**src/design/eewr_map.svh**
```systemverilog
// Constants for the extended write block: register indices, fields, codes and timing.
// Assumes inclusion by the design file; the package does not include it.
`ifndef EEWR_MAP_SVH
`define EEWR_MAP_SVH

// Register indices; byte address on the bus is four times the index
`define EEWR_IDX_WADDR    8'h02
`define EEWR_IDX_WDATA0   8'h04
`define EEWR_IDX_WDATA1   8'h05
`define EEWR_IDX_WDATA2   8'h06
`define EEWR_IDX_WDATA3   8'h07
`define EEWR_IDX_WCTRL    8'h08
`define EEWR_IDX_WSTAT    8'h09
`define EEWR_IDX_KEY      8'h3c
`define EEWR_IDX_CFG      8'h40
`define EEWR_IDX_TEST     8'h41
`define EEWR_IDX_FAULT    8'h42

// Field positions
`define EEWR_LAUNCH_BIT   7
`define EEWR_BUSY_BIT     0
`define EEWR_DONE_BIT     0
`define EEWR_CFG_DEL_BIT  4
`define EEWR_CFG_DUR_BIT  5
`define EEWR_CFG_CUD_BIT  6
`define EEWR_FLT_WARN_BIT 0
`define EEWR_FLT_ERR_BIT  1
`define EEWR_HSIZE_WORD   3'h2

// Unlock key bytes, in order
`define EEWR_KEY0         8'h00
`define EEWR_KEY1         8'h27
`define EEWR_KEY2         8'h81
`define EEWR_KEY3         8'h1f
`define EEWR_KEY4         8'h77
`define EEWR_KEY_LAST     3'h4

// Extended map
`define EEWR_USER_SEC     6'h17
`define EEWR_USER_PRI     6'h1f
`define EEWR_REG_EEPROM   2'h0
`define EEWR_REG_SHADOW   2'h1
`define EEWR_LOCK_NONE    4'h0
`define EEWR_LOCK_EEPROM  4'hc
`define EEWR_LOCK_ALL     4'h3

// Margin selector codes
`define EEWR_TEST_LOW     4'h1
`define EEWR_TEST_HIGH    4'h2

// Reset values
`define EEWR_RST_BYTE     8'h00
`define EEWR_RST_CFG      7'h00
`define EEWR_RST_TEST     4'h0

// Timing
`define EEWR_EE_WRITE_MS  24
`define EEWR_CLK_KHZ      100000

`endif

```
**src/design/eewr_pkg.sv**
```systemverilog
// Types for the extended write block.
// Assumes the constants header is on the include path.
package eewr_pkg;

	typedef enum logic [2:0]
	{
		EEWR_ST_IDLE = 3'b001,
		EEWR_ST_EVAL = 3'b010,
		EEWR_ST_EE   = 3'b100
	} eewr_state_e;

	typedef enum logic [1:0]
	{
		EEWR_THR_NORMAL = 2'b00,
		EEWR_THR_LOW    = 2'b01,
		EEWR_THR_HIGH   = 2'b10
	} eewr_thresh_e;

endpackage : eewr_pkg

```
**src/design/eewr_top.sv**
```systemverilog
// Extended write path: staging registers, unlock, write-protect matrix, faults, margin mode.
// Assumes a single AHB-Lite master, word transfers, and an EEPROM macro with done/abort.
//
// Operation
// - Unprotected: general words need unlock; secondary keyless
// - Primary keyless needs keyless and open bits
// - Protected: general refused; user words need bypass
// - Protected bypass: secondary as unprotected; primary needs open bit even unlocked
// - Target is 8-bit staged extended address
// - Lowest staging byte is payload MSB
// - Launch bit writes staged payload to address
// - Completion bit set when write finishes
// - Shadow write takes two cycles after launch sync
// - Done in next byte bit 0; 0x80 launches
// - Refused access ends, sets done, raises warning
// - Aborted EEPROM write sets error fault bit
// - Selector 0001 lowers read threshold
// - Selector 0010 raises read threshold
// - Margin selector persists, readable until cleared
// - Five-byte key sequence enables EEPROM writes
// - Lock 0xC blocks EEPROM, allows shadow writes
// - Lock 0x3 blocks EEPROM and shadow writes
// - Shadow sits 0x40 above EEPROM address
`timescale 1ns/1ps
`include "eewr_map.svh"

module eewr_top
	import eewr_pkg::*;
#(
	parameter int EE_TIMEOUT_CYC = `EEWR_EE_WRITE_MS * `EEWR_CLK_KHZ,
	parameter int TMO_W          = $clog2(EE_TIMEOUT_CYC + 1)
)
(
	// Clock and reset
	input  wire logic                     hclk,
	input  wire logic                     hresetn,
	// AHB-Lite slave
	input  wire logic                     hsel,
	input  wire logic [31:0]              haddr,
	input  wire logic [1:0]               htrans,
	input  wire logic                     hwrite,
	input  wire logic [2:0]               hsize,
	input  wire logic [31:0]              hwdata,
	input  wire logic                     hready,
	output logic                          hreadyout,
	output logic                          hresp,
	output logic [31:0]                   hrdata,
	// EEPROM write port
	output logic                          ee_req,
	output logic [5:0]                    ee_addr,
	output logic [31:0]                   ee_wdata,
	input  wire logic                     ee_done,
	input  wire logic                     ee_abort,
	// Shadow write port
	output logic                          sh_we,
	output logic [5:0]                    sh_addr,
	output logic [31:0]                   sh_wdata,
	// Read threshold selection
	output eewr_pkg::eewr_thresh_e        rd_thresh
);

	import eewr_pkg::*;

	// Bus capture
	logic                wr_pend_reg;
	logic [7:0]          wr_idx_reg;
	logic [31:0]         rdata_reg;
	// Staging and control
	logic [7:0]          waddr_reg;
	logic [7:0]          wdata_reg [0:3];
	logic                launch_reg;
	logic                busy_reg;
	logic                done_reg;
	logic [2:0]          key_step_reg;
	logic                unlocked_reg;
	logic [6:0]          cfg_reg;
	logic [3:0]          test_reg;
	eewr_thresh_e        thresh_reg;
	eewr_thresh_e        thresh_next;
	logic                warn_reg;
	logic                err_reg;
	logic [TMO_W-1:0]    tmo_reg;
	logic [31:0]         tgt_data_reg;
	logic [7:0]          tgt_addr_reg;
	logic                ee_req_reg;
	logic                sh_we_reg;
	eewr_state_e         state_reg;
	eewr_state_e         state_next;

	// Address phase decode
	wire         size_ok   = (hsize == `EEWR_HSIZE_WORD);
	wire         acc_take  = hsel & hready & htrans[1] & size_ok;
	wire [7:0]   acc_idx   = haddr[9:2];
	wire         wr_take   = acc_take & hwrite;
	wire [7:0]   wbyte     = hwdata[7:0];

	// Data phase write strobes
	wire         we_waddr  = wr_pend_reg & (wr_idx_reg == `EEWR_IDX_WADDR);
	wire         we_ctrl   = wr_pend_reg & (wr_idx_reg == `EEWR_IDX_WCTRL);
	wire         we_key    = wr_pend_reg & (wr_idx_reg == `EEWR_IDX_KEY);
	wire         we_cfg    = wr_pend_reg & (wr_idx_reg == `EEWR_IDX_CFG);
	wire         we_test   = wr_pend_reg & (wr_idx_reg == `EEWR_IDX_TEST);
	wire         we_fault  = wr_pend_reg & (wr_idx_reg == `EEWR_IDX_FAULT);
	wire [5:0]   data_blk  = 6'(`EEWR_IDX_WDATA0 >> 2);
	wire         we_data   = wr_pend_reg & (wr_idx_reg[7:2] == data_blk);
	wire [1:0]   data_sel  = wr_idx_reg[1:0];
	wire         launch_wr = we_ctrl & wbyte[`EEWR_LAUNCH_BIT];

	// Payload assembled MSB first from the lowest staging byte
	wire [31:0]  payload   = {wdata_reg[0], wdata_reg[1], wdata_reg[2], wdata_reg[3]};

	// Unlock sequence matching
	wire [7:0]   key_exp   = (key_step_reg == 3'h0) ? `EEWR_KEY0 :
	                         (key_step_reg == 3'h1) ? `EEWR_KEY1 :
	                         (key_step_reg == 3'h2) ? `EEWR_KEY2 :
	                         (key_step_reg == 3'h3) ? `EEWR_KEY3 : `EEWR_KEY4;
	wire         key_hit   = we_key & (wbyte == key_exp);
	wire         key_done  = key_hit & (key_step_reg == `EEWR_KEY_LAST);

	// Protection fields
	wire [3:0]   lock_lvl  = cfg_reg[3:0];
	wire         opt_del   = cfg_reg[`EEWR_CFG_DEL_BIT];
	wire         opt_dur   = cfg_reg[`EEWR_CFG_DUR_BIT];
	wire         opt_cud   = cfg_reg[`EEWR_CFG_CUD_BIT];
	wire         cfg_frozen = (lock_lvl == `EEWR_LOCK_EEPROM) | (lock_lvl == `EEWR_LOCK_ALL);

	// Target classification
	wire [1:0]   tgt_region = tgt_addr_reg[7:6];
	wire [5:0]   tgt_word   = tgt_addr_reg[5:0];
	wire         tgt_shadow = (tgt_region == `EEWR_REG_SHADOW);
	wire         tgt_ee     = (tgt_region == `EEWR_REG_EEPROM);
	wire         tgt_sec    = (tgt_word == `EEWR_USER_SEC);
	wire         tgt_pri    = (tgt_word == `EEWR_USER_PRI);

	// Protection as seen by the target region
	wire         prot_ee    = (lock_lvl == `EEWR_LOCK_EEPROM) | (lock_lvl == `EEWR_LOCK_ALL);
	wire         prot_sh    = (lock_lvl == `EEWR_LOCK_ALL);
	wire         prot       = tgt_shadow ? prot_sh : prot_ee;

	// Exception matrix
	wire         sec_open   = unlocked_reg | opt_dur;
	wire         pri_open   = unlocked_reg | (opt_dur & opt_cud);
	wire         pri_byp    = opt_del & opt_cud & (unlocked_reg | opt_dur);
	wire         sec_byp    = opt_del & (unlocked_reg | opt_dur);
	wire         ok_unprot  = tgt_sec ? sec_open : tgt_pri ? pri_open : unlocked_reg;
	wire         ok_prot    = tgt_sec ? sec_byp : tgt_pri ? pri_byp : 1'b0;
	wire         allowed    = (tgt_ee | tgt_shadow) & (prot ? ok_prot : ok_unprot);

	wire         tmo_hit    = (tmo_reg == TMO_W'(EE_TIMEOUT_CYC - 1));
	wire         ee_fail    = (state_reg == EEWR_ST_EE) & (ee_abort | (tmo_hit & ~ee_done));
	wire         ee_ok      = (state_reg == EEWR_ST_EE) & ee_done & ~ee_abort;
	wire         eval_deny  = (state_reg == EEWR_ST_EVAL) & ~allowed;
	wire         eval_sh    = (state_reg == EEWR_ST_EVAL) & allowed & tgt_shadow;
	wire         eval_ee    = (state_reg == EEWR_ST_EVAL) & allowed & tgt_ee;
	wire         finish     = eval_deny | eval_sh | ee_ok | ee_fail;
	wire         warn_set   = eval_deny | ee_fail;
	wire         start      = (state_reg == EEWR_ST_IDLE) & launch_reg;

	// Read mux
	wire [31:0]  rd_mux =
		(acc_idx == `EEWR_IDX_WADDR)  ? {24'h000000, waddr_reg} :
		(acc_idx == `EEWR_IDX_WDATA0) ? {24'h000000, wdata_reg[0]} :
		(acc_idx == `EEWR_IDX_WDATA1) ? {24'h000000, wdata_reg[1]} :
		(acc_idx == `EEWR_IDX_WDATA2) ? {24'h000000, wdata_reg[2]} :
		(acc_idx == `EEWR_IDX_WDATA3) ? {24'h000000, wdata_reg[3]} :
		(acc_idx == `EEWR_IDX_WCTRL)  ? {31'h00000000, busy_reg} :
		(acc_idx == `EEWR_IDX_WSTAT)  ? {31'h00000000, done_reg} :
		(acc_idx == `EEWR_IDX_KEY)    ? {31'h00000000, unlocked_reg} :
		(acc_idx == `EEWR_IDX_CFG)    ? {25'h0000000, cfg_reg} :
		(acc_idx == `EEWR_IDX_TEST)   ? {28'h0000000, test_reg} :
		(acc_idx == `EEWR_IDX_FAULT)  ? {30'h00000000, err_reg, warn_reg} :
		32'h00000000;

	// Margin threshold decoded from the selector value being written
	wire [3:0]   test_wr   = hwdata[3:0];
	wire         thr_low   = (test_wr == `EEWR_TEST_LOW);
	wire         thr_high  = (test_wr == `EEWR_TEST_HIGH);
	assign thresh_next = thr_low  ? EEWR_THR_LOW :
	                     thr_high ? EEWR_THR_HIGH :
	                     EEWR_THR_NORMAL;

	assign hreadyout = 1'b1;
	assign hresp     = 1'b0;
	assign hrdata    = rdata_reg;
	assign ee_req    = ee_req_reg;
	assign ee_addr   = tgt_word;
	assign ee_wdata  = tgt_data_reg;
	assign sh_we     = sh_we_reg;
	assign sh_addr   = tgt_word;
	assign sh_wdata  = tgt_data_reg;
	assign rd_thresh = thresh_reg;

	// Write sequencer
	always_comb
	begin
		state_next = state_reg;
		unique case (state_reg)
			EEWR_ST_IDLE: if (launch_reg) state_next = EEWR_ST_EVAL;
			EEWR_ST_EVAL: state_next = eval_ee ? EEWR_ST_EE : EEWR_ST_IDLE;
			EEWR_ST_EE:   if (ee_ok | ee_fail) state_next = EEWR_ST_IDLE;
			default:      state_next = EEWR_ST_IDLE;
		endcase
	end

	// Bus phase capture
	always_ff @(posedge hclk or negedge hresetn)
	begin
		if (!hresetn)
		begin
			wr_pend_reg <= 1'b0;
			wr_idx_reg  <= 8'h00;
			rdata_reg   <= 32'h00000000;
		end
		else
		begin
			wr_pend_reg <= wr_take;
			if (acc_take)
				wr_idx_reg <= acc_idx;
			if (acc_take & ~hwrite)
				rdata_reg <= rd_mux;
		end
	end

	// Staging registers
	always_ff @(posedge hclk or negedge hresetn)
	begin
		if (!hresetn)
		begin
			waddr_reg    <= `EEWR_RST_BYTE;
			wdata_reg[0] <= `EEWR_RST_BYTE;
			wdata_reg[1] <= `EEWR_RST_BYTE;
			wdata_reg[2] <= `EEWR_RST_BYTE;
			wdata_reg[3] <= `EEWR_RST_BYTE;
		end
		else
		begin
			if (we_waddr)
				waddr_reg <= wbyte;
			if (we_data)
				wdata_reg[data_sel] <= wbyte;
		end
	end

	// Launch, unlock, configuration and margin selector
	always_ff @(posedge hclk or negedge hresetn)
	begin
		if (!hresetn)
		begin
			launch_reg   <= 1'b0;
			key_step_reg <= 3'h0;
			unlocked_reg <= 1'b0;
			cfg_reg      <= `EEWR_RST_CFG;
			test_reg     <= `EEWR_RST_TEST;
		end
		else
		begin
			launch_reg <= launch_wr & ~busy_reg;
			if (key_done)
				unlocked_reg <= 1'b1;
			if (key_hit & ~key_done)
				key_step_reg <= key_step_reg + 3'h1;
			else if (we_key)
				key_step_reg <= (wbyte == `EEWR_KEY0) ? 3'h1 : 3'h0;
			if (we_cfg & ~cfg_frozen)
				cfg_reg <= hwdata[6:0];
			if (we_test)
				test_reg <= test_wr;
		end
	end

	// Sequencer state, outputs and status
	always_ff @(posedge hclk or negedge hresetn)
	begin
		if (!hresetn)
		begin
			state_reg    <= EEWR_ST_IDLE;
			busy_reg     <= 1'b0;
			done_reg     <= 1'b0;
			tgt_addr_reg <= 8'h00;
			tgt_data_reg <= 32'h00000000;
			ee_req_reg   <= 1'b0;
			sh_we_reg    <= 1'b0;
			tmo_reg      <= '0;
		end
		else
		begin
			state_reg <= state_next;
			sh_we_reg <= eval_sh;
			if (start)
			begin
				busy_reg     <= 1'b1;
				done_reg     <= 1'b0;
				tgt_addr_reg <= waddr_reg;
				tgt_data_reg <= payload;
			end
			else if (finish)
			begin
				busy_reg <= 1'b0;
				done_reg <= 1'b1;
			end
			if (eval_ee)
				ee_req_reg <= 1'b1;
			else if (ee_ok | ee_fail)
				ee_req_reg <= 1'b0;
			tmo_reg <= (state_reg == EEWR_ST_EE) ? tmo_reg + TMO_W'(1) : '0;
		end
	end

	// Fault flags, write one to clear, a new event wins over the clear
	always_ff @(posedge hclk or negedge hresetn)
	begin
		if (!hresetn)
		begin
			warn_reg <= 1'b0;
			err_reg  <= 1'b0;
		end
		else
		begin
			if (warn_set)
				warn_reg <= 1'b1;
			else if (we_fault & hwdata[`EEWR_FLT_WARN_BIT])
				warn_reg <= 1'b0;
			if (ee_fail)
				err_reg <= 1'b1;
			else if (we_fault & hwdata[`EEWR_FLT_ERR_BIT])
				err_reg <= 1'b0;
		end
	end

	// Threshold kept in a flip-flop, reloaded with every selector write
	always_ff @(posedge hclk or negedge hresetn)
	begin
		if (!hresetn)
			thresh_reg <= EEWR_THR_NORMAL;
		else if (we_test)
			thresh_reg <= thresh_next;
	end

endmodule : eewr_top

```
**config.mk**
```make
export PLATFORM = sky130hd
export DESIGN_NAME = eewr_top
export DESIGN_NICKNAME = d
export VERILOG_FILES = /design/src/design/eewr_pkg.sv /design/src/design/eewr_top.sv
export VERILOG_INCLUDE_DIRS = /design/src /design/src/design
export SDC_FILE = /design/constraint.sdc
export NUM_CORES = 1
export LEC_CHECK = 0
export BUFFER_PORTS_ARGS = -buffer_cell sky130_fd_sc_hd__buf_4
export CORE_MARGIN = 2
export CORE_UTILIZATION = 30
export DETAILED_ROUTE_END_ITERATION = 10
export HOLD_SLACK_MARGIN = 0.12
export MAX_ROUTING_LAYER = met4
export PLACE_DENSITY_LB_ADDON = 0.3
export SYNTH_ARGS = -nofsm -noshare
export SYNTH_HDL_FRONTEND = slang
export SYNTH_SLANG_ARGS = --single-unit
```
**constraint.sdc**
```tcl
create_clock -name hclk -period 2.5 [get_ports hclk]
set_input_delay 0.5 -clock hclk [delete_from_list [all_inputs] [get_ports hclk]]
set_output_delay 0.5 -clock hclk [all_outputs]
set_load 0.02 [all_outputs]
```
==> run summary <==
Along the worst path, the maximum fanout reaches 5. The number of different library cells in the post-synthesis netlist is 66. The proportion of register bits with asynchronous set or reset after synthesis is 100.0%. The largest vdd supply drop came out at 0.3959 mV. The post-synthesis sequential element count is 146. The initial core utilization is between 30% and 40%. The post-placement setup slack came out at approximately 0.012 ns. The final worst hold slack came out at ~0.34 ns.

Summed over all nets, the half-perimeter wirelength after detailed placement is 13,350 µm. The path category of the worst min-delay check is in -> reg. The transition time at the pin with the least slew margin came out at about 0.64 ns.

The global placement routability congestion came out at between 0.8 and 0.9. The synthesized instance count is 647. The pin count of the biggest net entering global routing came out at 59. The aggregate global routing overflow came out at 0. The wire length of the first global-routing pass came out at roughly 30,000 µm. The count of port buffers added during placement is about 110. The initial antenna violation count is 0. Dividing the detail-routed wire length by the instance count gives between 15 and 20 µm. The clock arrives with roughly 0.014 ns of skew. The ratio of total power to cell area is 626.0 nW/µm². The ratio of routed vias to standard cells is roughly 4.8. The worst setup path is captured at a flop. The number of pins with negative max-slew slack in the final report is 0.

The die is 160.7 µm wide. The sequential-to-total area share from yosys stat is 49.58%. The post-route core utilization came out at 36.75%.

The total area inside the core boundary comes to around 24,000 µm². The vias after detailed routing is 5,129. The remaining max-slew budget at the tightest pin is 56.57%.

Global routing used about 16% of the available tracks across all layers. Setup violations remaining at the end of the flow were counted as 0. A synthesized cell averages approximately 11 µm². The die covers 25,840 µm². The iteration-0 DRC count of the detailed router is between 300 and 400. The combined area of all synthesized cells came out at about 7400 µm². The row count came out at between 50 and 60. Cells with a size suffix above 1 make up between 30% and 40% of the layout. The number of ports placed on the die boundary is 190. The number of nets with antenna violations after detailed routing came out at 0. The run finished with clean final reports. The count of endpoints failing hold in the final timing report came out at 0. In this run the clock root is driven by a sky130_fd_sc_hd__clkbuf_16. The number of clock sinks is between 100 and 150. STA puts the critical path data arrival time at roughly 2.8 ns. Across the run, the number of max-cap violations was 0. Across all setup checks in the final design, the least slack found is around 0.043 ns.

Clock latency on the worst-skew pair, taken at its later pin, is ~0.43 ns. For this design the static power due to leakage is about 4.1 nW. The H-tree was split into 4 levels. The area added between synthesis and finish came out at 20.91%. By instance count, the leading cell after synthesis is sky130_fd_sc_hd__dfrtp_1.

The final cycle utilization of the critical path came out at between 90% and 100%. The total setup buffers inserted after CTS is 0. The post-detailed-routing wire length came out at between 15,000 and 20,000 µm. The number of optimization iterations in the first detailed-route pass came out at 4. The height of the die came out at 160.7 µm. The required time at the endpoint of the critical path came out at between 2 and 3 ns. The antenna diode count came out at 0.

The via count of the first global-routing pass came to 5,238. TritonCTS built the clock tree. By area the synthesized netlist is led by sky130_fd_sc_hd__dfrtp_1, sky130_fd_sc_hd__mux2_2, sky130_fd_sc_hd__buf_4. The final-layout setup total negative slack is 0 ns. sky130_fd_sc_hd__dfrtp_1 takes more of the synthesized area than any other cell.

Counting flops with a built-in enable in the synthesized netlist gives 0. The dominant register cell in the synthesized netlist is sky130_fd_sc_hd__dfrtp_1. The buffer depth of the longest clock path is 2. The worst setup path is of the reg -> reg kind.

STA classifies the critical path startpoint as a flop. The top cell type by area accounts for between 40% and 50% of the synthesized area. The time the final worst path needs with I/O delays and setup came out at about 2.5 ns. The number of buffers created by CTS came out at 17. After clock tree synthesis, the clock-pin slew on the worst setup and hold paths is roughly 0.060 ns. Yosys printed 0 warnings. For this run, the post-layout net count is 808. The number of DRC violations after detailed routing came out at 0.

The commonest cells after synthesis are sky130_fd_sc_hd__dfrtp_1, sky130_fd_sc_hd__mux2_2, sky130_fd_sc_hd__buf_4. The maximum achievable frequency came out at 0.4071 GHz. The power consumption came out at approximately 0.0056 W.
==> metrics by stage <==
step / cell area, µm² / instances
finish: 8912 / 1063
global placement: 8272 / 1030
CTS: 8879 / 1063
global route: 8912 / 1063
detailed placement: 8272 / 1030
floorplan: 7461 / 671
==> area by class of cell <==
| class | instances | area, µm² |
|---|---|---|
| tap | 324 | 405.4 |
| multi-input combinational | 418 | 3183 |
| fill | 2419 | 15340 |
| inverter | 12 | 45.04 |
| clock inverter | 14 | 165.2 |
| clock buffer | 18 | 429.2 |
| sequential | 146 | 3657 |
| timing repair buffer | 131 | 1027 |
==> report_power, final <==
part | switching [W] | internal [W]
registers | 0.0000797 | 0.00245
clock network | 0.00112 | 0.00150
logic | 0.000256 | 0.000174
total | 0.00145 | 0.00413
==> cell usage in the layout, fill, tap and decap left out, types with 3 or more instances in the layout <==
cell / instances
sky130_fd_sc_hd__dfrtp_1: 143
sky130_fd_sc_hd__buf_4: 126
sky130_fd_sc_hd__mux2_2: 105
sky130_fd_sc_hd__nor2_1: 39
sky130_fd_sc_hd__nand2_1: 30
sky130_fd_sc_hd__conb_1: 26
sky130_fd_sc_hd__nand3_1: 20
sky130_fd_sc_hd__clkbuf_16: 17
sky130_fd_sc_hd__and3_1: 14
sky130_fd_sc_hd__o21ai_0: 14
sky130_fd_sc_hd__a21oi_1: 14
sky130_fd_sc_hd__xnor2_1: 13
sky130_fd_sc_hd__inv_1: 10
sky130_fd_sc_hd__nor3_1: 9
sky130_fd_sc_hd__nor2b_1: 8
sky130_fd_sc_hd__xor2_1: 7
sky130_fd_sc_hd__nand4_1: 7
sky130_fd_sc_hd__nor3b_1: 7
sky130_fd_sc_hd__inv_6: 7
sky130_fd_sc_hd__and2_1: 5
sky130_fd_sc_hd__nor4b_1: 5
sky130_fd_sc_hd__o211ai_1: 5
sky130_fd_sc_hd__nand3b_1: 5
sky130_fd_sc_hd__nor4_1: 5
sky130_fd_sc_hd__o22ai_1: 5
sky130_fd_sc_hd__and4_1: 4
sky130_fd_sc_hd__nor4bb_1: 4
sky130_fd_sc_hd__and4b_1: 4
sky130_fd_sc_hd__nand4b_1: 4
sky130_fd_sc_hd__a31oi_1: 4
sky130_fd_sc_hd__a22oi_1: 4
sky130_fd_sc_hd__a221oi_1: 4
sky130_fd_sc_hd__a22o_1: 3
sky130_fd_sc_hd__ha_1: 3
sky130_fd_sc_hd__buf_12: 3
==> layer usage <==
metal	wire length (µm)	global-route usage, %	vias to the layer above
li1	-	-	2399
met1	8678	19.75	2568
met2	9085	25.10	142
met3	877	3.719	20
met4	286	3.977	0
met5	0	-	-
==> what timing repair did <==
action / CTS / global route
gates resized for setup: 1 / 9
hold buffers: 1 / 0
endpoints found under the setup margin: 1 / 3
hold endpoints to repair: 38 / 0
==> path summary, 6_finish.rpt <==
check,from,end,slack [ns],cells after the start
setup / recovery,key_step_reg[1]$_DFFE_PN0P_,key_step_reg[0]$_DFFE_PN0P_,0.04,7
hold / removal,hwrite,wr_pend_reg$_DFF_PN0_,0.34,3
setup reg to reg,key_step_reg[1]$_DFFE_PN0P_,key_step_reg[0]$_DFFE_PN0P_,0.04,7
hold reg to reg,hrdata[7]$_DFFE_PN0P_,hrdata[7]$_DFFE_PN0P_,0.49,2
max in group asynchronous,hresetn,err_reg$_DFFE_PN0P_,1.24,3
min in group asynchronous,hresetn,tmo_reg[6]$_DFF_PN0_,0.59,2
==> cells by family (layout without fill, tap and decap cells) <==
| family | Yosys count | after routing | synth area share, % |
|---|---|---|---|
| AND/OR/NAND/NOR | 186 | 186 | 14.67 |
| flip-flops | 146 | 146 | 49.58 |
| buffers and inverters | 107 | 175 | 9.116 |
| multiplexers | 106 | 106 | 16.18 |
| AO/OA/AOI/OAI | 74 | 74 | 6.960 |
| XOR/XNOR | 20 | 20 | 2.377 |
| adder cells (fa/ha/maj) | 6 | 6 | 1.018 |
| other | 2 | 26 | 0.1019 |
==> critical path, stage by stage (launching register included) <==
cell and delay (ns):
sky130_fd_sc_hd__dfrtp_2 0.45, sky130_fd_sc_hd__inv_2 0.09, sky130_fd_sc_hd__ha_2 0.22, sky130_fd_sc_hd__nor3_4 0.06, sky130_fd_sc_hd__or3_1 0.33, sky130_fd_sc_hd__a2111o_1 0.44, sky130_fd_sc_hd__or4_4 0.51, sky130_fd_sc_hd__o311ai_1 0.25
No activity file was read; power rests on OpenSTA's default activity.
